`src/include/cmk_pkg.sv`:
```
// Package for the interface command-mask transfer block.
// Assumes a single clock domain and a plain register port.
package cmk_pkg;

  // ----------------------------------------------------------------
  // Register offsets (byte addresses)
  // ----------------------------------------------------------------
  localparam logic [7:0] CMK_OFS_MASK   = 8'h00;
  localparam logic [7:0] CMK_OFS_CRQ    = 8'h04;
  localparam logic [7:0] CMK_OFS_ARB    = 8'h08;
  localparam logic [7:0] CMK_OFS_MCTL   = 8'h0c;
  localparam logic [7:0] CMK_OFS_STAT   = 8'h10;
  localparam logic [7:0] CMK_OFS_IMASK  = 8'h14;

  // ----------------------------------------------------------------
  // Command mask field positions
  // ----------------------------------------------------------------
  localparam int CMK_BIT_WRNRD   = 7;
  localparam int CMK_BIT_ARB     = 5;
  localparam int CMK_BIT_CTRL    = 4;
  localparam int CMK_BIT_CLRPND  = 3;
  localparam int CMK_BIT_TXNEW   = 2;

  // ----------------------------------------------------------------
  // Message control word field positions
  // ----------------------------------------------------------------
  localparam int CMK_MCTL_NEWDATA = 15;
  localparam int CMK_MCTL_PENDING = 13;
  localparam int CMK_MCTL_TXREQ   = 8;

  // ----------------------------------------------------------------
  // Reset values and counts
  // ----------------------------------------------------------------
  localparam logic [7:0]  CMK_MASK_RST  = 8'h00;
  localparam logic [15:0] CMK_MCTL_RST  = 16'h0000;
  localparam logic [31:0] CMK_ARB_RST   = 32'h0000_0000;
  localparam logic [1:0]  CMK_IRQ_RST   = 2'h0;
  localparam int          CMK_OBJ_CNT   = 32;
  localparam int          CMK_IDX_W     = 5;

  // Arbitration word: valid, extended, direction, 29-bit identifier
  typedef struct packed {
    logic        object_valid_flag;
    logic        xtd;
    logic        dir;
    logic [28:0] id;
  } cmk_arb_t;

  // One message object in the RAM
  typedef struct packed {
    cmk_arb_t    arb;
    logic [15:0] ctrl;
  } cmk_obj_t;

  // Register port request
  typedef struct packed {
    logic [7:0]  addr;
    logic [31:0] wdata;
    logic        wr;
    logic        rd;
  } cmk_bus_t;

endpackage
```
`src/hw/cmk_evt.sv`:
```
// Sticky event status with mask and read-to-clear.
// Assumes events are one-cycle pulses on the block clock.
`timescale 1ns/10ps
module cmk_evt import cmk_pkg::*; #(
  parameter int N = 2
) (
  // Clock and reset
  input  wire logic         clock,
  input  wire logic         rst,
  // Events and software access
  input  wire logic [N-1:0] evt,
  input  wire logic         stat_rd,
  input  wire logic         mask_wr,
  input  wire logic [N-1:0] mask_wdata,
  // Results
  output logic      [N-1:0] stat,
  output logic      [N-1:0] mask,
  output logic              irq
);
  typedef struct packed {
    logic [N-1:0] stat_reg;
    logic [N-1:0] mask_reg;
  } cmk_evt_st_t;

  cmk_evt_st_t st_reg;
  cmk_evt_st_t st_next;

  // Set wins over the read clear
  always_comb begin
    st_next          = st_reg;
    if (stat_rd) begin
      st_next.stat_reg = '0;
    end
    st_next.stat_reg = st_next.stat_reg | evt;
    if (mask_wr) begin
      st_next.mask_reg = mask_wdata;
    end
  end

  always_ff @(posedge clock or posedge rst) begin
    if (rst) begin
      st_reg <= '0;
    end else begin
      st_reg <= st_next;
    end
  end

  assign stat = st_reg.stat_reg;
  assign mask = st_reg.mask_reg;
  assign irq  = |(st_reg.stat_reg & st_reg.mask_reg);

  sticky_set_a: assert property (@(posedge clock) disable iff (rst)
    evt[0] |=> stat[0])
    else $error("event not latched");
endmodule

```
`src/hw/cmk_top.sv`:
```
// Command-mask transfer engine between interface buffers and object RAM.
// Assumes software uses the plain register port; one clock domain.
//
// Contract
// - Read with arbitration select copies id, dir, xtd, valid into buffer.
// - Write with control select copies buffer control into object control.
// - Read with control select copies object control into buffer control.
// - Clear-pending select clears the object's interrupt pending flag.
// - Clear-pending select is ignored on write transfers.
// - Bit 2 selects transmit request on writes, new data on reads.
`timescale 1ns/10ps
module cmk_top import cmk_pkg::*; #(
  parameter int OBJS = CMK_OBJ_CNT
) (
  // Clock and reset
  input  wire logic        clock,
  input  wire logic        rst,
  // Register port
  input  wire logic [7:0]  addr,
  input  wire logic [31:0] wdata,
  input  wire logic        wr,
  input  wire logic        rd,
  output logic      [31:0] rdata,
  // Interrupt and status
  output logic             irq,
  output logic             busy
);
  // ----------------------------------------------------------------
  // State
  // ----------------------------------------------------------------
  typedef struct packed {
    logic [7:0]           mask_reg;
    cmk_arb_t             arb_reg;
    logic [15:0]          mctl_reg;
    logic [31:0]          rdata_reg;
    logic                 go_reg;
    logic [CMK_IDX_W-1:0] idx_reg;
  } cmk_st_t;

  cmk_st_t  st_reg;
  cmk_st_t  st_next;
  cmk_obj_t ram [OBJS];
  cmk_obj_t obj;
  cmk_obj_t obj_next;
  logic     ram_we;
  logic [1:0] evt;
  logic [1:0] stat;
  logic [1:0] imask;
  logic       wrnrd;

  assign obj   = ram[st_reg.idx_reg];
  assign wrnrd = st_reg.mask_reg[CMK_BIT_WRNRD];

  // ----------------------------------------------------------------
  // Transfer and register logic
  // ----------------------------------------------------------------
  always_comb begin
    st_next          = st_reg;
    obj_next         = obj;
    ram_we           = 1'b0;
    evt              = 2'h0;
    st_next.go_reg   = 1'b0;
    st_next.rdata_reg = 32'h0000_0000;
    if (st_reg.go_reg) begin
      ram_we = 1'b1;
      if (wrnrd) begin
        if (st_reg.mask_reg[CMK_BIT_ARB]) begin
          obj_next.arb = st_reg.arb_reg;
        end
        if (st_reg.mask_reg[CMK_BIT_CTRL]) begin
          obj_next.ctrl = st_reg.mctl_reg;
        end
        if (st_reg.mask_reg[CMK_BIT_TXNEW]) begin
          obj_next.ctrl[CMK_MCTL_TXREQ] = 1'b1;
        end
        evt[0] = 1'b1;
      end else begin
        if (st_reg.mask_reg[CMK_BIT_ARB]) begin
          st_next.arb_reg = obj.arb;
        end
        if (st_reg.mask_reg[CMK_BIT_CTRL]) begin
          st_next.mctl_reg = obj.ctrl;
        end
        if (st_reg.mask_reg[CMK_BIT_CLRPND]) begin
          obj_next.ctrl[CMK_MCTL_PENDING] = 1'b0;
        end
        if (st_reg.mask_reg[CMK_BIT_TXNEW]) begin
          obj_next.ctrl[CMK_MCTL_NEWDATA] = 1'b0;
        end
        evt[1] = 1'b1;
      end
    end
    if (wr) begin
      unique case (addr)
        CMK_OFS_MASK: st_next.mask_reg = wdata[7:0];
        CMK_OFS_CRQ: begin
          st_next.idx_reg = wdata[CMK_IDX_W-1:0];
          st_next.go_reg  = 1'b1;
        end
        CMK_OFS_ARB:  st_next.arb_reg  = wdata;
        CMK_OFS_MCTL: st_next.mctl_reg = wdata[15:0];
        default: ;
      endcase
    end
    if (rd) begin
      unique case (addr)
        CMK_OFS_MASK:  st_next.rdata_reg = {24'h000000, st_reg.mask_reg};
        CMK_OFS_CRQ:   st_next.rdata_reg = {26'h0, st_reg.go_reg,
                                            st_reg.idx_reg};
        CMK_OFS_ARB:   st_next.rdata_reg = st_reg.arb_reg;
        CMK_OFS_MCTL:  st_next.rdata_reg = {16'h0000, st_reg.mctl_reg};
        CMK_OFS_STAT:  st_next.rdata_reg = {30'h0, stat};
        CMK_OFS_IMASK: st_next.rdata_reg = {30'h0, imask};
        default:       st_next.rdata_reg = 32'h0000_0000;
      endcase
    end
  end

  always_ff @(posedge clock or posedge rst) begin
    if (rst) begin
      st_reg <= '{mask_reg: CMK_MASK_RST, arb_reg: CMK_ARB_RST,
                  mctl_reg: CMK_MCTL_RST, rdata_reg: 32'h0000_0000,
                  go_reg: 1'b0, idx_reg: '0};
    end else begin
      st_reg <= st_next;
    end
  end

  // Object RAM has no reset; software initialises it
  always_ff @(posedge clock) begin
    if (ram_we) begin
      ram[st_reg.idx_reg] <= obj_next;
    end
  end

  // ----------------------------------------------------------------
  // Interrupts
  // ----------------------------------------------------------------
  cmk_evt #(.N(2)) u_evt (
    .clock      (clock),
    .rst        (rst),
    .evt        (evt),
    .stat_rd    (rd && addr == CMK_OFS_STAT),
    .mask_wr    (wr && addr == CMK_OFS_IMASK),
    .mask_wdata (wdata[1:0]),
    .stat       (stat),
    .mask       (imask),
    .irq        (irq)
  );

  assign rdata = st_reg.rdata_reg;
  assign busy  = st_reg.go_reg;

  // ----------------------------------------------------------------
  // Checks
  // ----------------------------------------------------------------
  read_arb_a: assert property (@(posedge clock) disable iff (rst)
    st_reg.go_reg && !wrnrd && st_reg.mask_reg[CMK_BIT_ARB] && !wr
    |=> st_reg.arb_reg == $past(obj.arb))
    else $error("arbitration not copied on read");
  write_ctrl_a: assert property (@(posedge clock) disable iff (rst)
    st_reg.go_reg && wrnrd && st_reg.mask_reg[CMK_BIT_CTRL]
    && !st_reg.mask_reg[CMK_BIT_TXNEW]
    |=> ram[$past(st_reg.idx_reg)].ctrl == $past(st_reg.mctl_reg))
    else $error("control not written to object");
  read_ctrl_a: assert property (@(posedge clock) disable iff (rst)
    st_reg.go_reg && !wrnrd && st_reg.mask_reg[CMK_BIT_CTRL] && !wr
    |=> st_reg.mctl_reg == $past(obj.ctrl))
    else $error("control not read to buffer");
  clr_pend_a: assert property (@(posedge clock) disable iff (rst)
    st_reg.go_reg && !wrnrd && st_reg.mask_reg[CMK_BIT_CLRPND]
    |=> !ram[$past(st_reg.idx_reg)].ctrl[CMK_MCTL_PENDING])
    else $error("pending flag not cleared");
  pend_hold_a: assert property (@(posedge clock) disable iff (rst)
    st_reg.go_reg && !wrnrd && !st_reg.mask_reg[CMK_BIT_CLRPND]
    |=> ram[$past(st_reg.idx_reg)].ctrl[CMK_MCTL_PENDING]
        == $past(obj.ctrl[CMK_MCTL_PENDING]))
    else $error("pending flag changed without select");
  pend_keep_a: assert property (@(posedge clock) disable iff (rst)
    st_reg.go_reg && wrnrd && !st_reg.mask_reg[CMK_BIT_CTRL]
    |=> ram[$past(st_reg.idx_reg)].ctrl[CMK_MCTL_PENDING]
        == $past(obj.ctrl[CMK_MCTL_PENDING]))
    else $error("pending flag touched on write");
  txreq_set_a: assert property (@(posedge clock) disable iff (rst)
    st_reg.go_reg && wrnrd && st_reg.mask_reg[CMK_BIT_TXNEW]
    |=> ram[$past(st_reg.idx_reg)].ctrl[CMK_MCTL_TXREQ])
    else $error("transmit request not set");
  no_start_a: assert property (@(posedge clock) disable iff (rst)
    !st_reg.go_reg && !(wr && addr == CMK_OFS_ARB)
    |=> st_reg.arb_reg == $past(st_reg.arb_reg))
    else $error("buffer changed without transfer");
  start_go_a: assert property (@(posedge clock) disable iff (rst)
    wr && addr == CMK_OFS_CRQ |=> busy)
    else $error("transfer not started");
  busy_only_a: assert property (@(posedge clock) disable iff (rst)
    !(wr && addr == CMK_OFS_CRQ) |=> !busy)
    else $error("busy without command request");
  arb_hold_a: assert property (@(posedge clock) disable iff (rst)
    st_reg.go_reg && !wrnrd && !st_reg.mask_reg[CMK_BIT_ARB] && !wr
    |=> st_reg.arb_reg == $past(st_reg.arb_reg))
    else $error("arbitration buffer changed without select");
  obj_arb_keep_a: assert property (@(posedge clock) disable iff (rst)
    st_reg.go_reg && !wrnrd
    |=> ram[$past(st_reg.idx_reg)].arb == $past(obj.arb))
    else $error("object arbitration changed on read");
  obj_ctrl_hold_a: assert property (@(posedge clock) disable iff (rst)
    st_reg.go_reg && wrnrd && !st_reg.mask_reg[CMK_BIT_CTRL]
    && !st_reg.mask_reg[CMK_BIT_TXNEW]
    |=> ram[$past(st_reg.idx_reg)].ctrl == $past(obj.ctrl))
    else $error("object control changed without select");
  ctrl_hold_a: assert property (@(posedge clock) disable iff (rst)
    st_reg.go_reg && !wrnrd && !st_reg.mask_reg[CMK_BIT_CTRL] && !wr
    |=> st_reg.mctl_reg == $past(st_reg.mctl_reg))
    else $error("control buffer changed without select");
  fresh_clr_a: assert property (@(posedge clock) disable iff (rst)
    st_reg.go_reg && !wrnrd && st_reg.mask_reg[CMK_BIT_TXNEW]
    |=> !ram[$past(st_reg.idx_reg)].ctrl[CMK_MCTL_NEWDATA])
    else $error("new data flag not cleared");
  txreq_keep_a: assert property (@(posedge clock) disable iff (rst)
    st_reg.go_reg && !wrnrd
    |=> ram[$past(st_reg.idx_reg)].ctrl[CMK_MCTL_TXREQ]
        == $past(obj.ctrl[CMK_MCTL_TXREQ]))
    else $error("transmit request touched on read");
  rdata_idle_a: assert property (@(posedge clock) disable iff (rst)
    !rd |=> rdata == 32'h0000_0000)
    else $error("read data outside read cycle");
endmodule

```
`config.mk`:
```
export PLATFORM = sky130hd
export DESIGN_NAME = cmk_top
export DESIGN_NICKNAME = d
export VERILOG_FILES = /design/src/include/cmk_pkg.sv /design/src/hw/cmk_evt.sv /design/src/hw/cmk_top.sv
export SDC_FILE = /design/constraint.sdc
export NUM_CORES = 1
export LEC_CHECK = 0
export BUFFER_PORTS_ARGS = -buffer_cell sky130_fd_sc_hd__buf_2
export CORE_UTILIZATION = 50
export CTS_BUF_LIST = sky130_fd_sc_hd__clkbuf_2
export DETAILED_ROUTE_END_ITERATION = 10
export PLACE_DENSITY = 0.64
export SLEW_MARGIN = 10
export SYNTH_ARGS = -nofsm -noshare
export SYNTH_HDL_FRONTEND = slang
export SYNTH_SLANG_ARGS = --single-unit
```
`constraint.sdc`:
```
create_clock -name clock -period 10.6 [get_ports clock]
set_input_delay 1.06 -clock clock [delete_from_list [all_inputs] [get_ports clock]]
set_output_delay 1.06 -clock clock [all_outputs]
set_load 0.03 [all_outputs]
```
==> results.rst <==
.. list-table::
   :header-rows: 1

   * - Metric
     - Value
   * - Worst min-delay path category
     - primary input to register
   * - Worst-case hold slack
     - 0.169 ns
   * - X dimension of the die
     - 358 um
   * - Power density over the cells
     - 172 mW/mm^2
   * - Cell variety after synth
     - 43
   * - Portion of the post-synthesis area used by sequential elements
     - 0.767
   * - Kind of capture point of the worst setup path
     - register
   * - Final hold violation count
     - 0
   * - Post-detailed-routing wire length
     - 181 mm
   * - Number of global-route vias before repair
     - 35513
   * - Critical path peak fanout
     - 131
   * - Clock buffer count from CTS
     - 412
   * - Post-Route Utilization
     - 0.561
   * - Largest buffer count on any clock path
     - 4
   * - Number of flip-flops in the largest register
     - 1536
   * - Number of nets in the layout
     - 4080
   * - Most common cell after layout, fill and taps aside
     - sky130_fd_sc_hd__edfxtp_1
   * - Static power due to leakage
     - 0.0226 uW
   * - Avg WL per Cell
     - 30.2 um
   * - Mapped Avg Cell Area
     - 17.4 sq um
   * - Setup clock skew after layout
     - 0.125 ns
   * - Max-slew violation total from the final report
     - 0
   * - Overall die height
     - 358 um
   * - Antenna violation net count after detailed routing
     - 0
   * - Total vias in the final route
     - 37085
   * - Number of flip-flops and latches in the synthesized netlist
     - 1634
   * - Global-route wire length before repair
     - 252 mm
   * - Worst-case vdd ir drop
     - 92.0 uV
   * - Number of cell instances on the worst register-to-register path
     - 7
   * - Arrival time at the worst endpoint
     - 6.47 ns
   * - Accumulated negative setup slack
     - 0 ns
   * - Number of antenna violations at the first check in global routing
     - 5
   * - DRT Pass-1 Iters
     - 8
   * - Commonest cells after routing, fill and taps aside
     - 1536 x sky130_fd_sc_hd__edfxtp_1, 779 x sky130_fd_sc_hd__mux2i_1, 613 x sky130_fd_sc_hd__clkbuf_2
   * - Fraction of layout cells with a size suffix above 1
     - 0.215
   * - Summed instance area of the synthesized netlist
     - 0.0633 sq mm
   * - Hpwl dp
     - 91.2 mm
   * - Crit Path Class
     - register to register
   * - Overflow left after global routing
     - 0
   * - Pin count of the biggest net entering global routing
     - 138
   * - Count of placed standard cells in the final layout, fillers left out
     - 6001
   * - Clock edge transition at the registers on the reported setup and hold paths
     - 0.11 ns
   * - Final setup violation count
     - 0
   * - Clock latency of the later-clocked register in the worst-skew pair
     - 1.76 ns
   * - Count of buffers inserted at the top-level ports
     - 77
   * - Mapped Nets
     - 3683
   * - Starting utilization of the core area
     - 0.504
   * - RSZ-0062 raised after global routing
     - no
   * - Clock tree from TritonCTS
     - yes
   * - GPL Wtd Cong
     - 0.844
   * - Synth-to-Final Area Change
     - 11.4%
   * - H-tree depth
     - 5
   * - Global Route Usage Sum
     - 0.281
   * - Post-placement cell area
     - 0.0661 sq mm
   * - Final cell area excluding filler cells
     - 0.0705 sq mm
   * - Slew of the pin with the lowest slew margin
     - 1.31 ns
   * - Post-CTS setup repair buffer count
     - 0
   * - Post-Syn Instances
     - 3639
   * - Number of rows in the core area
     - 130
   * - DRC
     - 0
   * - Most used flip-flop cell after synthesis
     - sky130_fd_sc_hd__edfxtp_1
   * - CORE AREA
     - 0.126 sq mm
   * - Buffer type at the clock tree root
     - sky130_fd_sc_hd__clkbuf_2
   * - Final critical-path share of the clock period
     - 0.478
   * - Detailed router's first-iteration violation count
     - 4661
   * - Required @ worst endpoint
     - 12.00 ns
   * - Full die area
     - 0.128 sq mm
   * - Placed Instances
     - 5219
   * - Number of I/O pins
     - 78
   * - Synth async-reset ratio
     - 0.0600
   * - Run status
     - complete, no violations
   * - Number of flops mapped to enable cells by yosys
     - 1536
   * - Maximum clock frequency
     - 197 MHz
   * - Number of vias per cell after detailed routing
     - 6.18
   * - Min Clock Period, post-route
     - 5.07 ns
   * - Launching element type of the critical path
     - register
   * - Yosys warning total
     - 0
   * - Number of fillers in the final layout
     - 9911
   * - Max-slew headroom
     - 0.117
   * - TritonCTS Sinks
     - 1634
   * - WHS Path Cells
     - 5
   * - Max cap viols
     - 0
==> cell usage after synthesis, types with 3 or more instances <==
library cell	number	area, sq um
sky130_fd_sc_hd__a21o_1	50	375
sky130_fd_sc_hd__a21oi_1	6	30.0
sky130_fd_sc_hd__a31oi_1	45	282
sky130_fd_sc_hd__and3_1	18	113
sky130_fd_sc_hd__buf_1	62	233
sky130_fd_sc_hd__buf_2	34	170
sky130_fd_sc_hd__buf_4	33	248
sky130_fd_sc_hd__clkbuf_1	119	447
sky130_fd_sc_hd__dfrtp_1	98	2450
sky130_fd_sc_hd__edfxtp_1	1536	46100
sky130_fd_sc_hd__inv_1	3	11.3
sky130_fd_sc_hd__mux2_2	15	169
sky130_fd_sc_hd__mux2i_1	779	7800
sky130_fd_sc_hd__mux4_2	6	135
sky130_fd_sc_hd__nand2_1	104	390
sky130_fd_sc_hd__nand3_1	54	270
sky130_fd_sc_hd__nand3b_1	5	37.5
sky130_fd_sc_hd__nand4b_1	4	35.0
sky130_fd_sc_hd__nand4bb_1	6	67.6
sky130_fd_sc_hd__nor2_1	93	349
sky130_fd_sc_hd__nor2b_1	6	37.5
sky130_fd_sc_hd__nor3_1	6	30.0
sky130_fd_sc_hd__nor4_1	98	613
sky130_fd_sc_hd__o21ai_0	48	240
sky130_fd_sc_hd__o22ai_1	384	2400
sky130_fd_sc_hd__or3b_2	3	26.3
sky130_fd_sc_hd__or4b_2	4	40.0
==> worst paths after layout <==
path                                 start          end  slack [ns]
worst min register to register  st_reg[92]   st_reg[92]        0.52
worst max-delay path             st_reg[1]  ram[28][12]        5.53
worst min-delay path             wdata[23]   st_reg[77]        0.17
max in group asynchronous              rst    st_reg[1]        8.67
min in group asynchronous              rst   st_reg[80]        0.45
worst max register to register   st_reg[1]  ram[28][12]        5.53
==> final cells by class <==
type                       instances  area, sq um  share of cell area
antenna                            5         12.5            0.000178
tap                             1650         2060              0.0293
multi-input combinational       1751        14500               0.206
clock inverter                   111          508             0.00721
inverter                           4         17.5            0.000249
timing repair buffer             233         1730              0.0245
clock buffer                     613         3070              0.0435
sequential                      1634        48600               0.689
==> what timing repair did <==
| item | in CTS | in global routing |
|---|---|---|
| gates resized for setup | 0 | 0 |
| hold buffers | 53 | 0 |
| hold endpoints to repair | 164 | 0 |
==> logic make-up after synthesis <==
| family | after synthesis | share of synthesized area |
|---|---|---|
| DFF | 1634 | 0.767 |
| muxes | 800 | 0.128 |
| AOI/OAI and AO/OA | 539 | 0.0534 |
| and+or+nand+nor | 412 | 0.0334 |
| buffers and inverters | 254 | 0.0177 |
==> per-layer routing <==
| layer | GRT usage | part of all wire |
|---|---|---|
| met1 | 0.401 | 0.42 |
| met2 | 0.425 | 0.45 |
| met3 | 0.0715 | 0.11 |
| met4 | 0.0877 | 0.025 |
| met5 | 0 | 0 |
==> per-stage QoR <==
| stage | total power [uW] | setup WS, ns |
|---|---|---|
| 3_3_place_gp | 8130 | 5.46 |
| 3_5_place_dp | 8150 | 5.39 |
| 2_1_floorplan | 7870 | 5.21 |
| 5_1_grt | 12600 | 5.27 |
| 6_report | 12100 | 5.53 |
| 4_1_cts | 12200 | 5.41 |
==> critical path, stage by stage, from the launching register on <==
cell	delay, ns
sky130_fd_sc_hd__dfrtp_4	1.11
sky130_fd_sc_hd__buf_12	0.69
sky130_fd_sc_hd__buf_12	0.67
sky130_fd_sc_hd__mux2i_1	0.30
sky130_fd_sc_hd__o22ai_1	0.12
sky130_fd_sc_hd__nor4_1	0.87
sky130_fd_sc_hd__a31oi_2	0.31
sky130_fd_sc_hd__buf_4	0.30
==> power breakdown <==
part           internal [uW]  switching (uW)  total, uW
sequential              7280            34.0       7310
combinational            216             522        738
clock                   1600            2490       4090
(Power assumes the default switching activity.)
